## src/pkg/xdata_route_pkg.sv

```systemverilog
// Constants and carrier types for the external-data access router
package xdata_route_pkg;
	localparam logic [7:0] PORT_LATCH_RESET = 8'h00_FF;
	localparam logic [7:0] PAGE_REG_RESET = 8'h00_00;
	localparam logic [7:0] PAGE_SELECT_RESET = 8'h00_F8;
	localparam logic RAM_DISABLE_RESET = 1'b1;
	localparam logic STROBE_VIS_RESET = 1'b0;
	localparam logic [1:0] ROLE_IO = 2'h0;
	localparam logic [1:0] STROBE_N_IDLE = 2'h3;
	localparam logic [15:0] RAM_ADDR_RESET = 16'h0000;
	localparam logic [7:0] RAM_WDATA_RESET = 8'h00;

	// One external-data move request from the core
	typedef struct packed {
		logic valid;
		logic write;
		logic use_data_pointer;
		logic [15:0] data_pointer;
		logic [7:0] indirect_addr;
		logic [7:0] wdata;
	} access_req_s;

	// Routing outcome of one move
	typedef struct packed {
		logic low_bus;
		logic high_bus;
		logic rd_strobe;
		logic wr_strobe;
		logic use_onchip;
	} route_s;
endpackage

```

## src/design/xdata_access_router.sv

```systemverilog
// Router that steers external-data moves to on-chip RAM or the multiplexed bus
`timescale 1ns/1ps
module xdata_access_router (
	// Clock and reset
	input wire logic clk_i,
	input wire logic rst_i,
	// Core side
	input wire xdata_route_pkg::access_req_s req_i,
	input wire logic external_access_pin_i,
	input wire logic ram_disable_clear_i,
	input wire logic strobe_visibility_wr_i,
	input wire logic strobe_visibility_wdata_i,
	input wire logic page_select_wr_i,
	input wire logic [7:0] page_select_wdata_i,
	input wire logic page_reg_wr_i,
	input wire logic high_latch_wr_i,
	input wire logic low_latch_wr_i,
	input wire logic [7:0] latch_wdata_i,
	// Pins
	output logic [7:0] low_address_data_port_o,
	output logic [7:0] high_address_port_o,
	output logic low_port_bus_o,
	output logic high_port_bus_o,
	output logic rd_strobe_n_o,
	output logic wr_strobe_n_o,
	// On-chip RAM port
	output logic onchip_ram_sel_o,
	output logic onchip_ram_we_o,
	output logic [15:0] onchip_ram_addr_o,
	output logic [7:0] onchip_ram_wdata_o,
	// Status
	output logic onchip_ram_disable_bit_o,
	output logic strobe_visibility_bit_o,
	output logic [7:0] indirect_page_register_o
);
	import xdata_route_pkg::*;

	logic [7:0] low_latch_reg;
	logic [7:0] high_latch_reg;
	logic [7:0] page_reg;
	logic [7:0] page_select_reg;
	logic ram_disable_reg;
	logic strobe_vis_reg;

	wire logic [7:0] upper_byte;
	wire logic in_range;
	wire logic onchip;
	wire logic [15:0] bus_addr;
	wire logic [15:0] onchip_addr;
	route_s route;

	// Indirect moves take their upper byte from the page register for matching
	assign upper_byte = req_i.use_data_pointer ? req_i.data_pointer[15:8] : page_reg;
	assign in_range = (upper_byte == page_select_reg);
	assign onchip = in_range && !ram_disable_reg;

	// Off-page indirect address uses the high port latch, not the page register
	assign bus_addr = req_i.use_data_pointer ? req_i.data_pointer
		: {high_latch_reg, req_i.indirect_addr};
	assign onchip_addr = {upper_byte, bus_addr[7:0]};

	// Pin high blocks the write-data view only for control bits 00
	wire logic onchip_low_bus = strobe_vis_reg || !external_access_pin_i;
	assign route.use_onchip = onchip;
	assign route.low_bus = !onchip || (onchip_low_bus && req_i.write) || strobe_vis_reg;
	assign route.high_bus = req_i.use_data_pointer ? route.low_bus : 1'b0;
	assign route.rd_strobe = !req_i.write && (!onchip || strobe_vis_reg);
	assign route.wr_strobe = req_i.write && (!onchip || strobe_vis_reg);

	// With strobes visible on-chip, reads show the low address and writes show data on the low port
	wire logic show_data = !onchip || req_i.write;

	// Next pin values
	wire logic [7:0] low_bus_value;
	wire logic [7:0] low_port_next;
	wire logic [7:0] high_port_next;
	wire logic low_bus_next;
	wire logic high_bus_next;
	wire logic rd_strobe_n_next;
	wire logic wr_strobe_n_next;
	wire logic ram_sel_next;
	wire logic ram_we_next;
	wire logic [15:0] ram_addr_next;
	wire logic [7:0] ram_wdata_next;

	// Bus role carries data on writes, low address otherwise
	assign low_bus_value = (req_i.write && show_data) ? req_i.wdata : bus_addr[7:0];
	// Without a move the pins fall back to latch-controlled I/O
	assign low_bus_next = req_i.valid && route.low_bus;
	assign high_bus_next = req_i.valid && route.high_bus;
	assign low_port_next = low_bus_next ? low_bus_value : low_latch_reg;
	assign high_port_next = high_bus_next ? bus_addr[15:8] : high_latch_reg;
	assign rd_strobe_n_next = !(req_i.valid && route.rd_strobe);
	assign wr_strobe_n_next = !(req_i.valid && route.wr_strobe);
	assign ram_sel_next = req_i.valid && route.use_onchip;
	assign ram_we_next = ram_sel_next && req_i.write;
	// Address and data hold between moves so the RAM port stays quiet
	assign ram_addr_next = req_i.valid ? onchip_addr : onchip_ram_addr_o;
	assign ram_wdata_next = req_i.valid ? req_i.wdata : onchip_ram_wdata_o;

	// Latch writes steer moves from the next edge on
	always_ff @(posedge clk_i) begin
		if (rst_i) begin
			low_latch_reg <= PORT_LATCH_RESET;
		end else if (low_latch_wr_i) begin
			low_latch_reg <= latch_wdata_i;
		end
	end

	always_ff @(posedge clk_i) begin
		if (rst_i) begin
			high_latch_reg <= PORT_LATCH_RESET;
		end else if (high_latch_wr_i) begin
			high_latch_reg <= latch_wdata_i;
		end
	end

	// Port write wins the page register so both hold the same byte
	always_ff @(posedge clk_i) begin
		if (rst_i) begin
			page_reg <= PAGE_REG_RESET;
		end else if (high_latch_wr_i || page_reg_wr_i) begin
			page_reg <= latch_wdata_i;
		end
	end

	always_ff @(posedge clk_i) begin
		if (rst_i) begin
			page_select_reg <= PAGE_SELECT_RESET;
		end else if (page_select_wr_i) begin
			page_select_reg <= page_select_wdata_i;
		end
	end

	// Clear only; nothing but reset sets it again
	always_ff @(posedge clk_i) begin
		if (rst_i) begin
			ram_disable_reg <= RAM_DISABLE_RESET;
		end else if (ram_disable_clear_i) begin
			ram_disable_reg <= 1'b0;
		end
	end

	always_ff @(posedge clk_i) begin
		if (rst_i) begin
			strobe_vis_reg <= STROBE_VIS_RESET;
		end else if (strobe_visibility_wr_i) begin
			strobe_vis_reg <= strobe_visibility_wdata_i;
		end
	end

	// Pin values
	always_ff @(posedge clk_i) begin
		if (rst_i) begin
			low_address_data_port_o <= PORT_LATCH_RESET;
			high_address_port_o <= PORT_LATCH_RESET;
		end else begin
			low_address_data_port_o <= low_port_next;
			high_address_port_o <= high_port_next;
		end
	end

	// Pin roles
	always_ff @(posedge clk_i) begin
		if (rst_i) begin
			{low_port_bus_o, high_port_bus_o} <= ROLE_IO;
		end else begin
			low_port_bus_o <= low_bus_next;
			high_port_bus_o <= high_bus_next;
		end
	end

	// Strobes are active low and last one cycle per move
	always_ff @(posedge clk_i) begin
		if (rst_i) begin
			{rd_strobe_n_o, wr_strobe_n_o} <= STROBE_N_IDLE;
		end else begin
			rd_strobe_n_o <= rd_strobe_n_next;
			wr_strobe_n_o <= wr_strobe_n_next;
		end
	end

	// On-chip RAM select and write enable
	always_ff @(posedge clk_i) begin
		if (rst_i) begin
			onchip_ram_sel_o <= 1'b0;
			onchip_ram_we_o <= 1'b0;
		end else begin
			onchip_ram_sel_o <= ram_sel_next;
			onchip_ram_we_o <= ram_we_next;
		end
	end

	// On-chip RAM address and write data
	always_ff @(posedge clk_i) begin
		if (rst_i) begin
			onchip_ram_addr_o <= RAM_ADDR_RESET;
			onchip_ram_wdata_o <= RAM_WDATA_RESET;
		end else begin
			onchip_ram_addr_o <= ram_addr_next;
			onchip_ram_wdata_o <= ram_wdata_next;
		end
	end

	// Status view, one cycle behind the state
	always_ff @(posedge clk_i) begin
		if (rst_i) begin
			onchip_ram_disable_bit_o <= RAM_DISABLE_RESET;
			strobe_visibility_bit_o <= STROBE_VIS_RESET;
			indirect_page_register_o <= PAGE_REG_RESET;
		end else begin
			onchip_ram_disable_bit_o <= ram_disable_reg;
			strobe_visibility_bit_o <= strobe_vis_reg;
			indirect_page_register_o <= page_reg;
		end
	end
endmodule

```

## config.mk

```make
export PLATFORM = sky130hd
export DESIGN_NAME = xdata_access_router
export DESIGN_NICKNAME = d
export VERILOG_FILES = /design/src/pkg/xdata_route_pkg.sv /design/src/design/xdata_access_router.sv
export SDC_FILE = /design/constraint.sdc
export NUM_CORES = 1
export LEC_CHECK = 0
export BUFFER_PORTS_ARGS = -buffer_cell sky130_fd_sc_hd__clkbuf_2
export CORE_AREA = 5 5 94 96
export DETAILED_ROUTE_END_ITERATION = 10
export DIE_AREA = 0 0 99 101
export PLACE_DENSITY_LB_ADDON = 0.25
export SKIP_CTS_REPAIR_TIMING = 1
export SYNTH_ARGS = -nofsm -noshare
export SYNTH_HDL_FRONTEND = slang
export SYNTH_SLANG_ARGS = --single-unit
```

## constraint.sdc

```tcl
create_clock -name clk_i -period 2.3 [get_ports clk_i]
set_input_delay 0 -clock clk_i [delete_from_list [all_inputs] [get_ports clk_i]]
set_output_delay 0 -clock clk_i [all_outputs]
set_load 0.05 [all_outputs]
```

==> run_results.csv, run 1 <==
group,metric,value,unit
critical_path,path_common_cell,"mux2i_1",
critical_path,cp-startpoint,"page_reg[6]",
pwr,power_frac_comb,18.3,%
finish,fin_nets,555,
timing,clock_skew,0.00695,ns
clock_network,cts.clk_slew.worst_paths,0.09,ns
logic_synthesis,avgSynthCellArea,9.89,um^2
critical_path,r2r-end,"low_address_data_port_o[0]",
hold_path,min_path_type,"input pin to flip-flop",
logic_synthesis,ys_types,29,
timing,finalSetupViolations,0,
die,dieArea,0.0100,mm^2
drt,drc,0,
finish,largest_register_ff_count,16,
timing,post-route-period-util,83.1,%
logic_synthesis,syn-cell-area,0.00348,mm^2
timing,relSlewSlack,41.1,%
clock_network,cts.htree.levels,3,
finish,area_growth,35.4,%
timing,rsz0062_at_grt,"no",
status,status,"finished clean",
clock_network,cts_buffer_depth,2,
die,initial_utilization,43.7,%
drt,wl,9020,um
clock_network,cts.sinks,90,
timing,finalHoldViolCount,0,
critical_path,critical_path_buf_inv_count,1,
finish,diodes,0,
logic_synthesis,syn_inst,352,
die,io_pins,117,
place,place.gp.congestion,0.773,
hold_path,min_path_cells,3,
critical_path,crit_chain,"mux2i_1, xnor2_1, or4_4, o31ai_4, buf_4, mux2i_1",
hold_path,min_from,"req_i[27]",
logic_synthesis,synth_nets,413,
finish,final_cell_mix,"115 x clkbuf_2, 90 x dfxtp_1, 64 x nor2_1",
place,hpwl,6350,um
timing,min_period,1.91,ns
finish,drive_above_1_share,28.9,%
timing,tns,0,ns
logic_synthesis,ys_warn_count,0,
global_route,grt_max_degree,92,
global_route,grt_pass1_vias,2716,
critical_path,reg2reg_from,"page_reg[6]",
critical_path,cp_max_fo,10,
finish,final_common_cell,"clkbuf_2",
timing,worst_slew_pin_slew,0.884,ns
drt,dr.pass1.iters,4,
clock_network,numCtsBuffers,9,
pwr,p_int,2.62,mW
drt,dr_total_vias,2960,
finish,fin_util,59.1,%
critical_path,worst_setup_path_start_kind,"flip-flop",
die,die_w,99,um
pwr,switching_share,28.2,%
critical_path,crit_path_end_kind,"flip-flop",
run,drv_cap,0,
critical_path,critPathRequiredTime,2.58,ns
place,io_buffer_count,116,
drt,first_iter_violations,109,
pwr,seqPwrFrac,46.9,%
finish,top_register,"onchip_ram_addr_o",
clock_network,worstSkewPairLatency,0.35,ns
die,coreArea,0.00797,mm^2
global_route,grt_pass1_wl,13800,um
die,row_count,33,
timing,drv_slew,0,
critical_path,cp_top_family,"simple AND/OR/NAND/NOR gates",
drt,ant_nets,0,
logic_synthesis,synth_seq_area_share,51.8,%
pwr,p_clk_share,34.8,%
hold_path,worstHoldEndpoint,"high_address_port_o[3]",
critical_path,reg2reg_setup_slack,0.39,ns
pwr,netSwitchingPower,1.02,mW
critical_path,critPathKind,"flip-flop to flip-flop",
clock_network,root_buffer,"clkbuf_8",
drt,wl_per_cell,14.9,um
critical_path,max_stage_delay,0.54,ns
die,dieHeight,101,um
global_route,grt_use_total,17.5,%
logic_synthesis,ys_ff_latch,90,
critical_path,cp.arrival,2.19,ns
critical_path,r2r_cells,6,
global_route,grt.overflow.total,0,
pwr,p_leak,2.14,nW
pwr,ir_drop,0.438,mV
clock_network,cts_tree,"yes",
drt,avgViaCountPerCell,4.90,
global_route,antenna_found_initial,0,
timing,fmax,523,MHz
critical_path,cp_slowest_cell,"or4_4",
pwr,power_density,773,mW/mm^2
[power groups by stage]
stage               sequential (mW)  clock (mW)  combinational (mW)
floorplan                      1.94           0               0.242
global placement               1.74           0               0.619
detailed placement             1.74           0               0.623
CTS                            1.71        1.29               0.626
global route                   1.72        1.37               0.721
finish                         1.71        1.27               0.668
[final cells by class]
cell class / instances / area, um^2
Clock inverter: 7 / 116
Fill cell: 691 / 3260
Clock buffer: 9 / 124
Sequential cell: 90 / 1800
Inverter: 4 / 15.0
Tap cell: 105 / 131
Timing Repair Buffer: 156 / 968
Multi-Input combinational cell: 233 / 1550
[through the flow]
step	setup slack (ns)	total power, mW	area [um^2]	hold slack, ns	instances
5_1_grt	0.203	3.81	4710	0.0200	604
2_1_floorplan	0.573	2.18	3480	0.118	352
4_1_cts	0.365	3.63	4370	-0.158	570
3_3_place_gp	0.377	2.36	4130	0.206	554
3_5_place_dp	0.247	2.37	4130	0.213	554
6_report	0.388	3.64	4710	0.0103	604
[cell usage after synthesis]
cell type   n  share of area [%]
dfxtp_1    90                 52
nor2_1     64                6.9
mux2i_1    43                 12
nor2b_1    31                5.6
a211oi_1   24                5.2
a211o_1    21                5.3
clkbuf_1   19                2.0
nand2_1    10                1.1
a21oi_1     9                1.3
o21ai_0     8                1.2
buf_1       4               0.43
inv_1       4               0.43
xnor2_1     4                1.0
xor2_1      3               0.76
buf_6       2               0.65
nor3_1      2               0.29
or3_1       2               0.36
a21o_1      1               0.22
a31oi_2     1               0.36
and4_1      1               0.25
mux2_2      1               0.32
mux2i_2     1               0.40
nand2b_1    1               0.18
nand4_1     1               0.18
nor3b_1     1               0.22
nor4_1      1               0.18
o31ai_4     1               0.61
or2_2       1               0.18
or4_4       1               0.32
[worst max path at each step]
stage	cells past startpoint	endpoint
after detailed placement	8	low_address_data_port_o[0]
final	6	low_address_data_port_o[0]
after global placement	8	low_address_data_port_o[2]
after global routing	6	low_address_data_port_o[0]
after floorplan	5	high_address_port_o[0]
after CTS	6	low_address_data_port_o[0]
[worst min-delay path, stage by stage]
cell and delay [ns]:
clkbuf_2 0.11, nor2_1 0.05, mux2i_1 0.15
[kinds of logic (layout without fill, tap and decap cells)]
kind of cell	after synthesis	after routing	synth area share [%]
AOI/OAI and AO/OA	65	65	14.1
xor gates and xnor gates	7	7	1.76
buffers and inverters	29	176	3.56
DFF	90	90	51.8
muxes	45	45	13.1
and+or+nand+nor	116	116	15.7
[metal layers]
| layer | share of wire [%] | track usage (%) | vias up |
|---|---|---|---|
| met5 | 0 | 0 | - |
| met4 | 2.4 | 7.77 | 0 |
| met3 | 5.7 | 4.57 | 16 |
| met2 | 47 | 26.2 | 80 |
| met1 | 45 | 23.8 | 1364 |
| li1 | - | - | 1500 |
(Power assumes the default switching activity.)
==> run 2, diff against run 1 <==
Clock period 2.3 ns to 2 ns, I/O delays scaled along.
==> run 2 against run 1 <==
Effect of this change: the run now ends with hold timing left; sequential share of layout area fell by 0.66 points; non-clock buffer count rose by 4; sequential power rose by 15%; via count rose by 1.6%; cell count rose by 0.50%; critical endpoint is now low_address_data_port_o[7]; combinational power rose by 19%; clock power rose by 18%; critical path depth did not move; largest cell class unchanged.
==> run_results.csv, run 2 (synthesized netlist as in run 1, its figures left out) <==
group,metric,value,unit
timing,drv_slew,0,
finish,top_register,"onchip_ram_addr_o",
pwr,netSwitchingPower,1.17,mW
clock_network,cts_tree,"yes",
finish,fin_cells,607,
clock_network,cts.htree.levels,3,
place,hpwl,6660,um
critical_path,cp-startpoint,"page_reg[4]",
critical_path,worst_setup_path_start_kind,"flip-flop",
finish,fin_nets,559,
die,die_w,99,um
critical_path,r2r_cells,6,
global_route,grt_max_degree,48,
timing,finalHoldViolCount,1,
clock_network,worstSkewPairLatency,0.35,ns
critical_path,r2r-end,"low_address_data_port_o[7]",
finish,final_cell_mix,"115 x clkbuf_2, 89 x dfxtp_1, 64 x nor2_1",
die,dieArea,0.0100,mm^2
run,drv_cap,0,
timing,tns,0,ns
critical_path,cp.arrival,2.18,ns
timing,finalSetupViolations,0,
clock_network,cts.sinks,90,
die,initial_utilization,43.7,%
drt,first_iter_violations,146,
die,io_pins,117,
timing,post-route-period-util,95.8,%
finish,diodes,0,
pwr,p_int,3.09,mW
timing,clock_skew,0.0106,ns
drt,drc,0,
critical_path,crit_path_end_kind,"flip-flop",
timing,rsz0062_at_grt,"yes",
pwr,ir_drop,0.456,mV
critical_path,reg2reg_setup_slack,0.08,ns
timing,hold_slack,-0.0366,ns
critical_path,crit_end,"low_address_data_port_o[7]",
drt,ant_nets,0,
global_route,grt.overflow.total,0,
timing,fmax,522,MHz
finish,area_growth,37.9,%
clock_network,root_buffer,"clkbuf_8",
timing,min_period,1.92,ns
hold_path,min_path_type,"input pin to flip-flop",
status,status,"finished, violations left",
finish,final_common_cell,"clkbuf_2",
pwr,power_density,888,mW/mm^2
global_route,grt_use_total,18.1,%
finish,drive_above_1_share,29.9,%
critical_path,reg2reg_from,"page_reg[4]",
finish,multi_input_area,0.00156,mm^2
clock_network,cts.clk_slew.worst_paths,0.08,ns
critical_path,cp_max_fo,10,
pwr,power_frac_comb,18.6,%
timing,worst_slew_pin_slew,0.508,ns
place,io_buffer_count,116,
place,dp.cells,556,
place,place.gp.congestion,0.779,
drt,avgViaCountPerCell,4.95,
drt,wl_per_cell,15.4,um
drt,wl,9350,um
pwr,p_total,4.26,mW
pwr,switching_share,27.5,%
critical_path,critPathKind,"flip-flop to flip-flop",
timing,relSlewSlack,66.0,%
die,row_count,33,
critical_path,critPathRequiredTime,2.27,ns
clock_network,cts_buffer_depth,2,
pwr,p_clk_share,35.2,%
finish,largest_register_ff_count,16,
drt,dr_total_vias,3007,
finish,register_area,0.00180,mm^2
global_route,grt_pass1_wl,14300,um
drt,dr.pass1.iters,5,
die,coreArea,0.00797,mm^2
die,dieHeight,101,um
global_route,grt_pass1_vias,2877,
finish,fillers,681,
status,violations,"hold timing",
global_route,antenna_found_initial,0,
pwr,seqPwrFrac,46.2,%
pwr,p_leak,2.17,nW
clock_network,numCtsBuffers,9,
-- run 2: changes by cell type in the layout (fill, tap and decap cells not counted), moves of 2 or more --
cell and delta:
mux2i_1 -2, clkbuf_8 +2, buf_12 +3, clkinv_2 -2
mux2i_2 +2
-- run 2: how the worst min path moves through the flow --
stage | startpoint | end | slack, ns | cells past startpoint
after CTS | page_select_wdata_i[6] | page_select_reg[6] | -0.15 | 2
after detailed placement | page_select_wdata_i[6] | page_select_reg[6] | 0.22 | 2
final | req_i[30] | high_address_port_o[6] | -0.04 | 3
after floorplan | latch_wdata_i[7] | high_latch_reg[7] | 0.12 | 1
after global routing | req_i[30] | high_address_port_o[6] | 0.006 | 3
after global placement | page_select_wdata_i[5] | page_select_reg[5] | 0.21 | 2
-- run 2: worst max-delay path: stages (launching register included) --
cell and delay, ns:
dfxtp_1 0.34, mux2i_2 0.23, xnor2_1 0.12, or4_4 0.52
o31ai_4 0.24, buf_12 0.18, mux2i_1 0.20
-- run 2: through the flow --
stage | hold slack (ns) | setup slack, ns | area [um^2] | util [%]
after floorplan | 0.118 | 0.273 | 3480 | -
after global placement | 0.208 | 0.127 | 4180 | 52.5
after detailed placement | 0.215 | -0.0584 | 4180 | 52.5
after CTS | -0.149 | -0.0113 | 4430 | 55.6
after global routing | 0.00562 | -0.0250 | 4800 | 60.2
final | -0.0366 | 0.0843 | 4800 | 60.2
-- run 2: per-layer routing --
layer	wire length [um]	track usage, %	vias up
met2	4430	28.5	91
met3	547	4.50	17
met1	4210	24.1	1393
met4	168	6.83	0
met5	0	0	-
li1	-	-	1506
-- run 2: cell type report --
type,instances,share of cell area (%)
flip-flops and latches,90,37.6
multi-input cells,233,32.6
repair buffers,160,21.6
clock buffers,11,3.16
well taps,105,2.74
clock inverters,4,2.06
inverters,4,0.313
-- run 2: power groups by stage --
stage | logic [mW] | registers [mW] | clock network [mW]
after global placement | 0.725 | 2.00 | 0
after global routing | 0.852 | 1.98 | 1.60
after CTS | 0.736 | 1.97 | 1.52
after floorplan | 0.279 | 2.23 | 0
after detailed placement | 0.734 | 2.01 | 0
final | 0.793 | 1.97 | 1.50
==> run 3, diff against run 2 <==
Clock period 2 ns to 2.1 ns, I/O delays scaled along.
==> run 3 against run 2 <==
Effect of this change: the flow still finishes with violations (hold timing); worst setup slack better by 0.051 ns; count of clock-buffer cells in the layout decreased by 2; die area unchanged; highest routed layer unchanged; sequential share of layout area grew 0.68 points; clock power decreased by 15%; cell count decreased by 0.33%; maximum frequency is 2.5% lower; via count decreased by 0.67%; register-to-register slack improved by 0.05 ns; combinational power decreased by 6.8%; global-route usage hardly changed; non-clock buffer count decreased by 3.
==> run_results.csv, run 3 (synthesized netlist as in run 1, its figures left out) <==
group,metric,value,unit
place,place.gp.congestion,0.880,
place,dp.cells,555,
pwr,p_leak,2.13,nW
clock_network,cts.clk_slew.worst_paths,0.09,ns
run,drv_cap,0,
finish,fin_cells,605,
status,status,"finished, violations left",
drt,avgViaCountPerCell,4.94,
clock_network,cts_buffer_depth,2,
timing,finalHoldViolCount,1,
finish,final_common_cell,"clkbuf_2",
critical_path,cp_max_fo,10,
pwr,seqPwrFrac,48.2,%
pwr,switching_share,29.2,%
finish,largest_register_ff_count,16,
pwr,netSwitchingPower,1.13,mW
die,dieHeight,101,um
place,io_buffer_count,116,
global_route,grt_pass1_vias,2858,
global_route,grt_max_degree,61,
die,io_pins,117,
finish,diodes,0,
finish,fillers,710,
timing,worst_slew_pin_slew,0.613,ns
pwr,p_int,2.75,mW
drt,drc,0,
timing,clock_skew,0.00921,ns
pwr,p_clk_share,32.7,%
drt,first_iter_violations,163,
pwr,ir_drop,0.427,mV
status,violations,"hold timing",
hold_path,min_path_type,"input pin to flip-flop",
clock_network,cts.htree.levels,3,
die,row_count,33,
critical_path,critical_path_buf_inv_count,1,
critical_path,crit_path_end_kind,"flip-flop",
critical_path,cp_slowest_cell,"or4_4",
clock_network,cts.sinks,90,
pwr,power_frac_comb,19.0,%
timing,drv_slew,0,
timing,fin_ws,0.135,ns
clock_network,worstSkewPairLatency,0.35,ns
critical_path,crit_chain,"mux2i_2, xnor2_1, or4_4, o31ai_4, buf_4, mux2i_1",
clock_network,cts_tree,"yes",
critical_path,cp_top_family,"simple AND/OR/NAND/NOR gates",
die,coreArea,0.00797,mm^2
clock_network,numCtsBuffers,9,
critical_path,critPathKind,"flip-flop to flip-flop",
global_route,grt_pass1_wl,14400,um
global_route,grt.overflow.total,0,
die,dieArea,0.0100,mm^2
die,initial_utilization,43.7,%
timing,min_period,1.96,ns
timing,post-route-period-util,93.5,%
drt,dr_total_vias,2987,
finish,drive_above_1_share,29.0,%
drt,wl,9250,um
place,hpwl,6610,um
critical_path,worst_setup_path_start_kind,"flip-flop",
timing,tns,0,ns
timing,hold_slack,-0.0122,ns
critical_path,critPathRequiredTime,2.38,ns
drt,wl_per_cell,15.3,um
drt,dr.pass1.iters,4,
drt,ant_nets,0,
timing,relSlewSlack,59.1,%
finish,final_cell_mix,"115 x clkbuf_2, 90 x dfxtp_1, 64 x nor2_1",
timing,finalSetupViolations,0,
clock_network,root_buffer,"clkbuf_8",
global_route,grt_use_total,18.1,%
pwr,power_density,824,mW/mm^2
die,die_w,99,um
finish,fin_nets,556,
place,pre_cts_ws,0.00224,ns
finish,area_growth,35.3,%
finish,top_register,"onchip_ram_addr_o",
timing,fmax,509,MHz
global_route,antenna_found_initial,0,
timing,rsz0062_at_grt,"no",
critical_path,cp.arrival,2.24,ns
critical_path,max_stage_delay,0.57,ns
run 3: per-layer routing:
| metal | share of wire, % | GRT usage (%) | up-vias |
|---|---|---|---|
| met5 | 0 | 0 | - |
| met4 | 2.3 | 7.88 | 0 |
| met3 | 5.2 | 3.88 | 17 |
| met2 | 48 | 28.3 | 90 |
| met1 | 44 | 24.3 | 1376 |
| li1 | - | - | 1504 |
run 3: metrics by stage:
stage | cell area [um^2] | hold WS [ns] | util [%] | power (mW)
3_3_place_gp | 4150 | 0.205 | 52.1 | 2.59
5_1_grt | 4710 | 0.00294 | 59.1 | 4.05
2_1_floorplan | 3480 | 0.118 | - | 2.39
6_report | 4710 | -0.0122 | 59.1 | 3.88
3_5_place_dp | 4150 | 0.216 | 52.1 | 2.60
4_1_cts | 4370 | -0.162 | 54.8 | 3.87
run 3: area by class of cell:
| class | count | area [um^2] | area share [%] |
|---|---|---|---|
| Clock inverter | 7 | 93.8 | 1.99 |
| Clock buffer | 9 | 124 | 2.63 |
| Multi-Input combinational cell | 233 | 1550 | 33.0 |
| Sequential cell | 90 | 1800 | 38.3 |
| Inverter | 4 | 15.0 | 0.319 |
| Tap cell | 105 | 131 | 2.79 |
| Timing Repair Buffer | 157 | 988 | 21.0 |
run 3: power groups by stage:
| stage | clock (mW) | sequential (mW) | combinational (mW) |
|---|---|---|---|
| floorplan | 0 | 2.12 | 0.265 |
| global placement | 0 | 1.91 | 0.683 |
| detailed placement | 0 | 1.91 | 0.690 |
| CTS | 1.30 | 1.87 | 0.692 |
| global route | 1.37 | 1.88 | 0.796 |
| finish | 1.27 | 1.87 | 0.739 |
run 3: path summary, 6_finish.rpt:
| path | start | endpoint | slack (ns) | depth (start not counted) |
|---|---|---|---|---|
| setup / recovery | page_reg[3] | low_address_data_port_o[0] | 0.14 | 6 |
| hold / removal | req_i[27] | high_address_port_o[3] | -0.01 | 3 |
| setup reg to reg | page_reg[3] | low_address_data_port_o[0] | 0.14 | 6 |
| hold reg to reg | page_reg[0] | page_reg[0] | 0.47 | 2 |
run 3: worst register-to-register path, stage by stage (launching register included):
cell	delay [ns]
dfxtp_1	0.34
mux2i_2	0.21
xnor2_1	0.11
or4_4	0.57
o31ai_4	0.20
buf_4	0.25
mux2i_1	0.22
